===== src/rtl/dlc_pkg.sv =====
package dlc_pkg;

  // Width of the gray-coded delay code.
  localparam int DLC_CODE_W = 6;
  // Reset value of the binary delay code.
  localparam logic [5:0] DLC_CODE_RST = 6'h00;
  // Secondary clock divide settings.
  localparam logic [1:0] DLC_DIV_NONE = 2'h0;
  localparam logic [1:0] DLC_DIV_BY2 = 2'h1;
  localparam logic [1:0] DLC_DIV_BY4 = 2'h2;
  // Consecutive cycles the update enable must be seen high.
  localparam int DLC_UPD_HOLD = 2;
  // Matching phase samples needed before lock is declared.
  localparam int DLC_LOCK_CNT = 4;

  // Lock state machine.
  typedef enum logic [2:0]
  {
    DLC_ST_RESET = 3'b001,
    DLC_ST_TRACK = 3'b010,
    DLC_ST_LOCKED = 3'b100
  } dlc_state_t;

  // Configuration group from the fabric.
  typedef struct packed
  {
    logic follow_mode;
    logic [1:0] div_sel;
    logic [5:0] fine_shift;
  } dlc_cfg_t;

  // Inter-loop cascade group.
  typedef struct packed
  {
    logic inc;
    logic [5:0] code;
  } dlc_cascade_t;

endpackage


===== src/rtl/dlc_port.sv =====
`timescale 1ns/1ps
// Functional notes
// - While the low-active loop reset is held low the loop state is reset synchronously; high releases it.
// - While the freeze input is high and follow mode is off, the delay arithmetic holds the present delay code unchanged.
// - The secondary clock is the reference clock shifted by a fine delay, optionally divided by 2 or 4.
// - The lock indicator is high while the feedback clock is aligned to the reference, low otherwise.
// - The applied delay setting is presented as a 6-bit gray-coded bus for other loops.
// - In follow mode the delay setting is taken from the gray-coded bus of another loop.
// - The difference flag is high whenever the computed value differs from the applied setting.
// - An increment indicator shows adjustment direction; in follow mode the incoming one is used.
// - The primary clock output carries the main loop clock derived from the reference clock.
module dlc_port #(
  parameter int CODE_W = 6,
  parameter int LOCK_CNT = 4
) (
  input wire logic clk,                          // Loop clock, 125 MHz.
  input wire logic rst,                          // Device reset, synchronous, active high.
  input wire logic reference_clock_in,           // Reference clock, sampled as a level.
  input wire logic feedback_clock_in,            // Feedback clock, sampled as a level.
  input wire logic sync_reset_low,               // Loop reset, active low.
  input wire logic arith_freeze,                 // Freezes the delay arithmetic.
  input wire logic delay_update_enable,          // Update request, held two cycles.
  input wire dlc_pkg::dlc_cfg_t cfg,             // Mode, divide and fine shift.
  input wire dlc_pkg::dlc_cascade_t cascade_in,  // Increment and gray code from another loop.
  output logic primary_clock_out,                // Main output clock.
  output logic secondary_clock_out,              // Shifted and divided clock.
  output logic lock,                             // Phase lock indicator.
  output logic update_needed_flag,               // Computed and applied settings differ.
  output dlc_pkg::dlc_cascade_t cascade_out      // Increment and gray code to other loops.
);
  import dlc_pkg::*;

  // Binary to gray conversion.
  function automatic logic [5:0] to_gray(input logic [5:0] b);
    to_gray = b ^ (b >> 1);
  endfunction

  // Gray to binary conversion.
  function automatic logic [5:0] to_bin(input logic [5:0] g);
    logic [5:0] b;
    b = '0;
    b[5] = g[5];
    for (int i = 4; i >= 0; i--)
    begin
      b[i] = b[i + 1] ^ g[i];
    end
    to_bin = b;
  endfunction

  logic loop_rst;
  logic ref_d;
  logic fb_d;
  logic ref_rise;
  logic fb_rise;
  logic fb_seen;
  logic [5:0] delay_control_value;
  logic [5:0] applied;
  logic [5:0] next_delay_control_value;
  logic next_inc;
  logic [1:0] upd_cnt;
  logic upd_ok;
  logic [2:0] match_cnt;
  dlc_state_t state;
  dlc_state_t next_state;
  logic [5:0] shift_line;
  logic [1:0] div_cnt;
  logic inc_dir;

  // loop reset
  // Either reset source clears the loop state in step with the clock.
  assign loop_rst = rst | ~sync_reset_low;

  // Edge history of both clocks, used for phase comparison.
  // It keeps sampling through reset, so a clock that is already high at release
  // does not show a false rising edge and step the arithmetic by mistake.
  always_ff @(posedge clk)
  begin
    ref_d <= reference_clock_in;
    fb_d <= feedback_clock_in;
  end

  assign ref_rise = reference_clock_in & ~ref_d;
  assign fb_rise = feedback_clock_in & ~fb_d;

  // Remember a feedback edge seen before the reference edge (feedback early).
  always_ff @(posedge clk)
  begin
    if (loop_rst || ref_rise)
    begin
      fb_seen <= 1'b0;
    end
    else if (fb_rise)
    begin
      fb_seen <= 1'b1;
    end
  end

  // Computed value: step toward alignment, or follow the other loop.
  always_comb
  begin
    next_delay_control_value = delay_control_value;
    next_inc = inc_dir;
    if (cfg.follow_mode)
    begin
      next_delay_control_value = to_bin(cascade_in.code);
      next_inc = cascade_in.inc;
    end
    else if (!arith_freeze && ref_rise && !fb_rise)
    begin
      // adjust direction
      // Feedback arrived early means more delay; late means less.
      if (fb_seen)
      begin
        next_delay_control_value = delay_control_value + 6'h01;
        next_inc = 1'b1;
      end
      else
      begin
        next_delay_control_value = delay_control_value - 6'h01;
        next_inc = 1'b0;
      end
    end
  end

  // Arithmetic register and direction flag.
  always_ff @(posedge clk)
  begin
    if (loop_rst)
    begin
      delay_control_value <= DLC_CODE_RST;
      inc_dir <= 1'b0;
    end
    else
    begin
      delay_control_value <= next_delay_control_value;
      inc_dir <= next_inc;
    end
  end

  // update qualification
  // A single-cycle glitch on the enable is ignored; two cycles are needed.
  always_ff @(posedge clk)
  begin
    if (loop_rst || !delay_update_enable)
    begin
      upd_cnt <= 2'h0;
    end
    else if (upd_cnt != 2'(DLC_UPD_HOLD))
    begin
      upd_cnt <= upd_cnt + 2'h1;
    end
  end

  assign upd_ok = delay_update_enable && (upd_cnt == 2'(DLC_UPD_HOLD - 1));

  // Applied setting loads once per qualified request.
  always_ff @(posedge clk)
  begin
    if (loop_rst)
    begin
      applied <= DLC_CODE_RST;
    end
    else if (upd_ok)
    begin
      applied <= delay_control_value;
    end
  end

  always_ff @(posedge clk)
  begin
    if (loop_rst)
    begin
      update_needed_flag <= 1'b0;
    end
    else
    begin
      update_needed_flag <= (delay_control_value != applied);
    end
  end

  always_ff @(posedge clk)
  begin
    if (loop_rst)
    begin
      cascade_out <= '0;
    end
    else
    begin
      cascade_out.code <= to_gray(applied);
      cascade_out.inc <= inc_dir;
    end
  end

  // alignment count
  // Coincident edges count toward lock; any mismatch restarts the count.
  always_ff @(posedge clk)
  begin
    if (loop_rst || (ref_rise != fb_rise))
    begin
      match_cnt <= 3'h0;
    end
    else if (ref_rise && match_cnt != 3'(LOCK_CNT))
    begin
      match_cnt <= match_cnt + 3'h1;
    end
  end

  // Lock state machine.
  always_comb
  begin
    case (state)
      DLC_ST_RESET: next_state = DLC_ST_TRACK;
      DLC_ST_TRACK: next_state = (match_cnt == 3'(LOCK_CNT)) ? DLC_ST_LOCKED : DLC_ST_TRACK;
      DLC_ST_LOCKED: next_state = (match_cnt == 3'(LOCK_CNT)) ? DLC_ST_LOCKED : DLC_ST_TRACK;
      default: next_state = DLC_ST_RESET;
    endcase
  end

  always_ff @(posedge clk)
  begin
    if (loop_rst)
    begin
      state <= DLC_ST_RESET;
      lock <= 1'b0;
    end
    else
    begin
      state <= next_state;
      lock <= (next_state == DLC_ST_LOCKED);
    end
  end

  // fine shift
  // Fine shift is a tap on a short register line; resolution is one loop cycle.
  always_ff @(posedge clk)
  begin
    if (loop_rst)
    begin
      primary_clock_out <= 1'b0;
      shift_line <= '0;
      div_cnt <= 2'h0;
    end
    else
    begin
      primary_clock_out <= reference_clock_in;
      shift_line <= {shift_line[4:0], reference_clock_in};
      if (shift_line[cfg.fine_shift[2:0] % 6] && !shift_line[(cfg.fine_shift[2:0] % 6 + 5) % 6])
      begin
        div_cnt <= div_cnt + 2'h1;
      end
    end
  end

  always_ff @(posedge clk)
  begin
    if (loop_rst)
    begin
      secondary_clock_out <= 1'b0;
    end
    else
    begin
      case (cfg.div_sel)
        DLC_DIV_BY2: secondary_clock_out <= div_cnt[0];
        DLC_DIV_BY4: secondary_clock_out <= div_cnt[1];
        default: secondary_clock_out <= shift_line[cfg.fine_shift[2:0] % 6];
      endcase
    end
  end

endmodule // dlc_port


===== config.mk =====
export PLATFORM = sky130hd
export DESIGN_NAME = dlc_port
export DESIGN_NICKNAME = d
export VERILOG_FILES = /design/src/rtl/dlc_pkg.sv /design/src/rtl/dlc_port.sv
export SDC_FILE = /design/constraint.sdc
export NUM_CORES = 1
export LEC_CHECK = 0
export BUFFER_PORTS_ARGS = -buffer_cell sky130_fd_sc_hd__buf_2
export CAP_MARGIN = 20
export CORE_ASPECT_RATIO = 1.5
export CORE_MARGIN = 3
export CORE_UTILIZATION = 58
export DETAILED_ROUTE_END_ITERATION = 6
export GPL_ROUTABILITY_DRIVEN = 1
export PLACE_DENSITY = 0.81
export SLEW_MARGIN = 20
export SYNTH_ARGS = -nofsm -noshare
export SYNTH_HDL_FRONTEND = slang
export SYNTH_SLANG_ARGS = --single-unit

===== constraint.sdc =====
create_clock -name clk -period 4.1 [get_ports clk]
set_input_delay 0.615 -clock clk [delete_from_list [all_inputs] [get_ports clk]]
set_output_delay 0.615 -clock clk [all_outputs]
set_load 0.005 [all_outputs]

Word level (Yosys, flattened, before mapping) --
Cells that the tools add are included.
Operators by class: add/subtract/negate cells 6, div/mod/pow operators 2, $lt $le $gt $ge 2, eq/ne operators 12, multiplexer cells 13, bitwise gates (word level) 12, reductions and logical operators 14
Operators by type and width (number):
- $lt 32x4->1 const B | 2
- $add 32x3->32 const B | 1
- $mod 3x3->32 const B | 1
- $mod 32x3->32 const B | 1
- $mux 6 | 3
- $eq 3x3->1 const B | 3
- $add 6x1->6 const B | 1
- $bmux 1 s3 | 2
- $ne 6x6->1 | 1
- $pmux 3 s2 | 1
- $sub 6x1->6 const B | 1
- $xor 6x5->6 | 1
- $logic_and 1x1->1 | 5
- $mux 1 | 5
- $xor 1x1->1 | 5
- $add 2x1->2 const B | 2
- $eq 2x1->1 const B | 2
- $logic_not 1->1 | 4
- $add 3x1->3 const B | 1
- $eq 3x1->1 const B | 1
- $eq 3x2->1 const B | 1
- $logic_or 1x1->1 | 3
- $mux 3 | 1
- $ne 3x3->1 const B | 1
- other kinds (9) | 12
Storage, ports and cells: register bits 43, input bits 23, output and inout bits 11, word-level logic and storage cells 78

Depth between registers and ports, before layout --
Gate-level depths: netlist of the first run.
word-level depth 7, gate-level depth with buffers 27, depth with buffers taken out 23

Worst setup path before layout of the first run --
Ideal clock, no wire load.
kind input-to-reg, from input port cfg[0] (netlist name), to register div_cnt[0], setup time 0.079 ns, arrival 3.167 ns, data required time 4.021 ns, slack 0.854 ns, cell stages on the path 14, path buffers 2, path through clkbuf_1 -> a21boi_0 -> ha_1 -> clkbuf_1 -> nor2_1 -> nand2_1 -> o21ai_0 -> a21oi_1 -> o211ai_1 -> o211a_2 -> nor3_1 -> a31o_1 -> or4_1 -> o211ai_1
Between the ends: cells in the longest elaborated chain, start to end 7, elaborated cells between the ends (all ways) 9, those cells by class add/sub (1); div (2); mux (4); reduce/logical (2)
RTL lines:
- start, declared | line dlc_port.sv:23 | input wire dlc_pkg::dlc_cfg_t cfg,
- $mod 3x3->32 (*) | line dlc_port.sv:247 | if (shift_line[cfg.fine_shift[2:0] % 6] && !shift_line[(cfg.fine_shift[2:0] % 6 + 5) % 6])
- $add 32x3->32 | line dlc_port.sv:247
- $mod 32x3->32 | line dlc_port.sv:247
- $bmux 1 s3 | line dlc_port.sv:247
- $mux 1 (implied by the code) | line dlc_port.sv:247
- $logic_not 1->1 | line dlc_port.sv:247
- $logic_and 1x1->1 (*) | line dlc_port.sv:247
- end signal, assigned | line dlc_port.sv:249 | div_cnt <= div_cnt + 2'h1;
- end, declared | line dlc_port.sv:66 | logic [1:0] div_cnt;
Every way passes the cells marked *; elsewhere a longest branch is shown, timed or not. The select of a mux whose other input is x is not followed. A chain may end at the register's enable or synchronous reset.

Final worst setup path of the first run --
from input port cfg[2] (netlist name), to register div_cnt[0]
The elaborated chain is that of the path after synthesis.

==> impl_metrics.toml, run 1 <==
[placed_design]
pre_cts_slack_ps = 769
place.gp.congestion = 0.938
place_inst = 631
dp_hpwl_um = 7590
io_buffers = 30

[hold_path]
hold_path_class = "input port to register"

[sta]
timing.fmax_mhz = 326
max_slew_margin_pct = 44.9
hold_viol_final = 0
setup_viol = 0
tightest_slew_ps = 826
setup-tns-final_ps = 0
period_minus_slack_ps = 3070
worst_slack_ps = 1030
hold_ws_ps = 425
skew_ps = 8.39
maxSlewViolCount = 0
fin_crit_sh_pct = 74.9
rsz0062_at_grt = "no"

[yosys]
syn_area_per_cell_um2 = 7.68
postSynth.asyncResetShare_pct = 0
yosysMostFrequentCell = "nand2_1"
ys_seq_area_share_pct = 20.5
ys_top_cells_by_count = "nand2_1 (56), nor2_1 (51), dfxtp_1 (42)"
ys.flop_type = "dfxtp_1"
syn_inst = 535
ys_warn_count = 0
yosysUniqueCellTypes = 88
ys_seq_elements = 42
synth_area_leaders = "dfxtp_1 (20%), ha_1 (6.7%), nand2_1 (5.1%)"
synth_area_leader_cell = "dfxtp_1"
synth_top_area_share_pct = 20.5
synth_edf_count = 0
syn-cell-area_um2 = 4110

[power]
power_leakage_uw = 0.00174
p_per_area_nw_per_um2 = 297
peakVddDrop_mv = 0.324

[detailed_routing]
drc = 0
via_per_inst = 6.37
wl_per_cell_um = 15.4
drtIter0Drc = 219
num_vias = 4073
first_pass_iters = 5
ant_nets = 0
wl_um = 9870

[clock_tree]
post_cts_buffers = 0
clockRootBuffer = "clkbuf_8"
hold_buffers = 0
clock-sinks = 42
cts_tree = "built"
cts_made_buffers = 5
cts_resized = 0
h-tree-depth = 2
clkTransAtPathRegs_ps = 70
worstSkewPairLatency_ps = 300
cts_max_path_buffers = 2

[critical_path]
cp_cell_sequence = "buf_2 > nor2b_1 > a21boi_0 > ha_1 > nor2_1 > nand2_1 > o21ai_0 > a21oi_1 > o211ai_1 > o211a_2 > o32a_1 > a31oi_1 > or4_1 > o211ai_1"
critPathCaptureType = "register"
slowest_stage = "or4_1"
cpPeakStageDelay_ps = 530
critPathLaunchType = "input port"
critPathMostFrequentCell = "o211ai_1"
crit_family = "compound AO/OA/AOI/OAI gates"
path_max_fanout = 7
critPathBufInv = 1
cp.arrival_ps = 3280
path_class = "input port to register"
required_ps = 4320

[final_layout]
syn_to_final_growth_pct = 6.85
nNetsFinal = 606
fin_cells = 639
register_area_um2 = 841
multi_input_area_um2 = 3130
fillCellCount = 594
drive_gt1_share_pct = 11.8
num_antenna_cells = 0

[grt]
grt_pass1_vias = 3940
antenna_found_initial = 0
grt_start_max_net_pins = 30
grt_overflow = 0
grt_use_total_pct = 25.3
grt_pass1_wl_um = 16600

[die]
die_w_um = 74.7
fp.dieArea_um2 = 8160
io_pins = 34
fp-row-count = 37
die-height_um = 109
core_area_um2 = 6850
start_util_pct = 60.0

[outcome]
status = "completed"

[job]
cap_violations = 0
-- cell type report --
| class | count | area share, % |
|---|---|---|
| multi-input combinational | 461 | 71.2 |
| sequential | 42 | 19.1 |
| timing repair buffer | 33 | 3.93 |
| tap | 78 | 2.22 |
| clock buffer | 7 | 1.97 |
| inverter | 17 | 1.45 |
| clock inverter | 1 | 0.114 |
-- report_power, final --
group          leakage [uW]  switching (uW)  internal, uW
sequential         0.000341            8.58           417
clock             0.0000482             135           136
combinational       0.00135             369           239
-- final timing paths --
path / startpoint / end / slack (ps) / cells after the start
max: cfg[2] / div_cnt[0] / 1030 / 14
min: feedback_clock_in / fb_d / 420 / 1
max reg2reg: fb_seen / delay_control_value[5] / 1830 / 12
min reg2reg: shift_line[4] / shift_line[5] / 500 / 1
-- metal layers --
metal | wire length (um) | global-route usage, % | vias to the layer above
met5 | 0 | 0 | -
met4 | 300 | 13.0 | 0
met3 | 350 | 2.40 | 31
met2 | 5440 | 48.2 | 125
met1 | 3780 | 26.2 | 1913
li1 | - | - | 2004
-- registers in the layout, summed over array words and instances, names as in the netlist, 2 cells and up --
| register | count |
|---|---|
| match_cnt | 3 |
| shift_line | 6 |
| div_cnt | 2 |
| applied | 6 |
| state | 3 |
| cascade_out | 7 |
| upd_cnt | 2 |
| delay_control_value | 6 |
-- worst register-to-register path, delay by kind of cell (launching register included) --
kind            cells  cell delay (ps)
fa+ha+maj           1              320
simple gates        3              210
xor+xnor            2              280
compound gates      5              820
flops               1              360
buf+inv             1              150
-- cells in the final DEF (no fill, tap or decap), types with 19 or more instances in the layout --
cell     instances
nand2_1         56
nor3_1          21
nor2_1          51
xnor2_1         20
nand3_1         19
ha_1            22
a21oi_1         24
dfxtp_1         42
buf_2           30
-- stage by stage --
| stage | total power [uW] | area (um^2) | util [%] |
|---|---|---|---|
| 2_1_floorplan | 921 | 4160 | - |
| 3_3_place_gp | 941 | 4300 | 62.7 |
| 3_5_place_dp | 948 | 4300 | 62.7 |
| 4_1_cts | 1220 | 4390 | 64.1 |
| 5_1_grt | 1390 | 4390 | 64.1 |
| 6_report | 1300 | 4390 | 64.1 |
-- cells by family after synthesis --
kind of cell | synth area share (%)
AND/OR/NAND/NOR | 31.3
AO/OA/AOI/OAI | 25.8
buffers and inverters | 4.84
flip-flops | 20.5
XOR/XNOR | 7.46
adder cells (fa/ha/maj) | 7.18
multiplexers | 2.77
other | 0.183
No activity file was read; power rests on OpenSTA's default activity.
==> run 2, diff against run 1 <==
- ABC_AREA: default -> 1
- CORE_UTILIZATION: 58 -> 54
- PLACE_DENSITY: 0.81 -> 0.8
- clock period: 4.1 -> 2.54 ns (I/O delays scaled with it)
==> impl_metrics.toml, run 2 <==
[power]
clock_power_share_pct = 26.7
p_per_area_nw_per_um2 = 618
internal_power_uw = 1460
power_leakage_uw = 0.00192
peakVddDrop_mv = 0.531
switching_share_pct = 37.9
p_sw_uw = 888
pwr-share-comb_pct = 43.9
seqPwrFrac_pct = 29.4

[yosys]
ys_seq_elements = 42
syn_area_per_cell_um2 = 6.57
syn_inst = 521
synth_area_leaders = "dfxtp_1 (25%), nand2_1 (15%), inv_1 (8.3%)"
ys_seq_area_share_pct = 24.6
synth_area_leader_cell = "dfxtp_1"
yosysMostFrequentCell = "nand2_1"
ys_warn_count = 0
ys.flop_type = "dfxtp_1"
postSynth.asyncResetShare_pct = 0
synth_edf_count = 0
synth_top_area_share_pct = 24.6
yosysUniqueCellTypes = 45
ys_top_cells_by_count = "nand2_1 (134), inv_1 (76), nand3_1 (43)"
syn-cell-area_um2 = 3420

[sta]
timing.fmax_mhz = 478
tightest_slew_ps = 560
period_minus_slack_ps = 2090
worst_slack_ps = 447
setup_viol = 0
maxSlewViolCount = 0
rsz0062_at_grt = "no"
skew_ps = 10.2
max_slew_margin_pct = 62.7
fin_crit_sh_pct = 82.4
hold_viol_final = 0
setup-tns-final_ps = 0

[placed_design]
postPlaceCellArea_um2 = 3660
io_buffers = 30
pre_cts_slack_ps = 191
dp_hpwl_um = 5450
place.gp.congestion = 0.799

[critical_path]
path_class = "register to register"
cp.arrival_ps = 2320
cp_cell_sequence = "inv_1 > ha_1 > a21oi_1 > inv_1 > a31oi_1 > nor2_1 > nor2_1 > nor2_1 > nor2_1 > xor2_1 > nand2_1 > a31oi_1"
critPathMostFrequentCell = "nor2_1"
critPathCaptureType = "register"
reg2reg_depth = 12
cpPeakStageDelay_ps = 390
critPathLaunchType = "register"
required_ps = 2760
path_max_fanout = 6
slowest_stage = "dfxtp_1"

[die]
die-height_um = 104
core_area_um2 = 5960
start_util_pct = 57.5
die_w_um = 71.0
fp-row-count = 34
fp.dieArea_um2 = 7350
io_pins = 34

[hold_path]
hold_depth = 1
hold_path_class = "input port to register"

[final_layout]
num_antenna_cells = 0
nNetsFinal = 613
final_cell_area_um2 = 3800
register_area_um2 = 841
drive_gt1_share_pct = 16.4
multi_input_area_um2 = 2230
regMostFlops = "cascade_out"
fillCellCount = 561
final_cell_mix = "nand2_1 (134), inv_1 (76), nand3_1 (43), dfxtp_1 (42), nor2_1 (35)"
largest_register_ffs = 7
syn_to_final_growth_pct = 10.9
final_common_cell = "nand2_1"

[grt]
grt_overflow = 0
grt_pass1_vias = 3110
grt_start_max_net_pins = 17
grt_pass1_wl_um = 12000
grt_use_total_pct = 19.0
antenna_found_initial = 0

[detailed_routing]
wl_um = 6880
first_pass_iters = 4
drtIter0Drc = 111
ant_nets = 0
drc = 0
via_per_inst = 5.23
wl_per_cell_um = 10.7
num_vias = 3350

[outcome]
status = "completed"

[clock_tree]
clkTransAtPathRegs_ps = 80
clockRootBuffer = "clkbuf_8"
cts_tree = "built"
cts_resized = 0
post_cts_buffers = 0
worstSkewPairLatency_ps = 300
clock-sinks = 42
cts_made_buffers = 5
cts_max_path_buffers = 2
hold_buffers = 0
h-tree-depth = 2

[job]
cap_violations = 0
## run 2: final cells by class
| cell class | instances | area share [%] |
|---|---|---|
| clock buffer | 5 | 1.81 |
| clock inverter | 3 | 1.81 |
| inverter | 81 | 8.50 |
| multi-input combinational | 404 | 58.8 |
| sequential | 42 | 22.1 |
| tap | 72 | 2.37 |
| timing repair buffer | 33 | 4.55 |
## run 2: final timing paths
check                      from                     end  slack, ps
min          reference_clock_in                   ref_d        200
max                     fb_seen  delay_control_value[5]        450
min reg2reg       shift_line[4]           shift_line[5]        440
max reg2reg             fb_seen  delay_control_value[5]        450
## run 2: through the flow
step	total power (uW)	utilization, %	hold slack [ps]	cells
2_1_floorplan	1580	-	408	535
3_3_place_gp	1620	61.4	421	632
3_5_place_dp	1640	61.4	427	632
4_1_cts	2260	63.7	197	640
5_1_grt	2530	63.7	199	640
6_report	2340	63.7	203	640
## run 2: kinds of logic after synthesis
| group | count (synthesis) | share of synthesized area, % |
|---|---|---|
| compound gates | 95 | 16.6 |
| buf+inv | 89 | 11.8 |
| fa+ha+maj | 23 | 8.63 |
| other cells | 2 | 0.219 |
| xor+xnor | 11 | 2.81 |
| flops | 42 | 24.6 |
| simple gates | 259 | 35.4 |
## run 2: worst max-delay path: cells and delay by family, from the launching register on
family,cells,cell delay (ps)
flops,1,390
fa+ha+maj,1,370
simple gates,5,390
buf+inv,2,210
compound gates,3,510
xor+xnor,1,150
## run 2: power by group through the flow
stage          Clock [uW]  Sequential [uW]  Combinational [uW]
6_report              625              690                1030
3_5_place_dp            0              705                 936
4_1_cts               634              690                 940
2_1_floorplan           0              702                 878
5_1_grt               662              692                1180
3_3_place_gp            0              704                 921
## run 2: metal layers
metal / part of all wire (%) / up-vias / global-route usage (%)
met5: 0 / - / 0
li1: - / 1768 / -
met4: 1.8 / 0 / 8.47
met1: 40 / 1518 / 19.4
met3: 2.5 / 13 / 1.65
met2: 56 / 51 / 37.3
==> run 3, diff against run 2 <==
- clock period: 2.54 -> 1.8 ns (I/O delays scaled with it)
==> impl_metrics.toml, run 3 (synthesis gave the netlist of run 2 again) <==
[grt]
grt_start_max_net_pins = 24
grt_use_total_pct = 19.5
grt_overflow = 0
grt_pass1_wl_um = 12300
grt_pass1_vias = 3197
antenna_found_initial = 0

[detailed_routing]
first_pass_iters = 4
via_per_inst = 5.19
wl_per_cell_um = 10.9
drtIter0Drc = 83
num_vias = 3388
ant_nets = 0
wl_um = 7130
drc = 0

[die]
die_w_um = 71.0
fp.dieArea_um2 = 7350
core_area_um2 = 5960
io_pins = 34
start_util_pct = 57.5
die-height_um = 104
fp-row-count = 34

[hold_path]
hold_path_class = "input port to register"
hold_depth = 1
hold-path-endpoint = "fb_d"
hold_start = "feedback_clock_in"

[job]
cap_violations = 0

[final_layout]
num_antenna_cells = 0
largest_register_ffs = 7
utilization_pct = 68.3
regMostFlops = "cascade_out"
final_common_cell = "nand2_1"
nNetsFinal = 627
drive_gt1_share_pct = 24.8
syn_to_final_growth_pct = 18.9
final_cell_mix = "nand2_1 (127), inv_1 (71), dfxtp_1 (40), nand3_1 (34), nor2_1 (33)"

[critical_path]
required_ps = 2020
path_class = "register to register"
critPathLaunchType = "register"
path_max_fanout = 3
rrSetupSlack_ps = 70
reg2reg_depth = 13
worstReg2RegEnd = "delay_control_value[5]"
r2r_start = "fb_seen"
critPathCaptureType = "register"
cp.arrival_ps = 1960

[clock_tree]
clock-sinks = 42
h-tree-depth = 2
hold_buffers = 0
clockRootBuffer = "clkbuf_8"
cts_made_buffers = 5
cts_tree = "built"
worstSkewPairLatency_ps = 300
clkTransAtPathRegs_ps = 70
cts_max_path_buffers = 2

[sta]
setup-tns-final_ps = 0
skew_ps = 4.82
hold_viol_final = 0
setup_viol = 0
worst_slack_ps = 68.7
maxSlewViolCount = 0
period_minus_slack_ps = 1730
hold_ws_ps = 86.4
timing.fmax_mhz = 578
fin_crit_sh_pct = 96.2
rsz0062_at_grt = "yes"

[placed_design]
place.gp.congestion = 0.846
dp_hpwl_um = 5530
pre_cts_slack_ps = -296
io_buffers = 30

[power]
power_leakage_uw = 0.00203
peakVddDrop_mv = 0.694
p_per_area_nw_per_um2 = 781

[outcome]
status = "completed"
==> run 3: area by class of cell <==
type	instances	area [um^2]
Timing Repair Buffer	47	298
Clock buffer	5	68.8
Sequential cell	42	843
Tap cell	72	90.1
Inverter	81	335
Multi-Input combinational cell	404	2420
Fill cell	514	1890
Clock inverter	2	10.0
==> run 3: repair_timing <==
| item | 4_1_cts | 5_1_grt |
|---|---|---|
| pin swaps | 7 | 26 |
| setup endpoints to repair | 1 | 4 |
| endpoints found under the hold margin | 0 | 0 |
| resized for setup | 10 | 20 |
| setup buffers | 1 | 2 |
==> run 3: metal layers <==
metal | track usage [%] | vias up | routed length [um] | part of all wire, %
li1 | - | 1800 | - | -
met5 | 0 | - | 0 | 0
met2 | 38.9 | 46 | 3950 | 55
met1 | 19.7 | 1532 | 2870 | 40
met3 | 1.94 | 10 | 167 | 2.3
met4 | 7.80 | 0 | 141 | 2.0
==> run 3: worst max path at each step <==
stage                     cells past startpoint                     end  slack, ps  startpoint
after global routing                         20              div_cnt[1]        -90      cfg[1]
after CTS                                    20              div_cnt[1]          9      cfg[1]
after detailed placement                     20              div_cnt[1]       -300      cfg[1]
final                                        13  delay_control_value[5]         70     fb_seen
after floorplan                              70              div_cnt[1]      -3840      cfg[1]
after global placement                       20              div_cnt[1]       -250      cfg[1]
==> run 3: critical path: stages, from the launching register on <==
cell,delay [ps]
dfxtp_2,340
inv_2,60
buf_6,120
ha_4,150
a21oi_4,110
inv_2,50
a31oi_4,160
nor2_2,60
nor2_1,100
nor2_1,60
nor2_1,110
xor2_1,150
nand2_1,60
a31oi_1,120
==> run 3: power breakdown <==
part	internal [uW]	switching (uW)
clock	260	312
combinational	638	993
sequential	954	21.0
total	1850	1330
==> run 3: metrics by stage <==
stage,instances,power (uW),cell area [um^2]
after floorplan,535,2260,3580
after CTS,651,2990,3980
after detailed placement,643,2400,3840
final,653,3180,4070
after global placement,643,2380,3840
after global routing,653,3440,4070
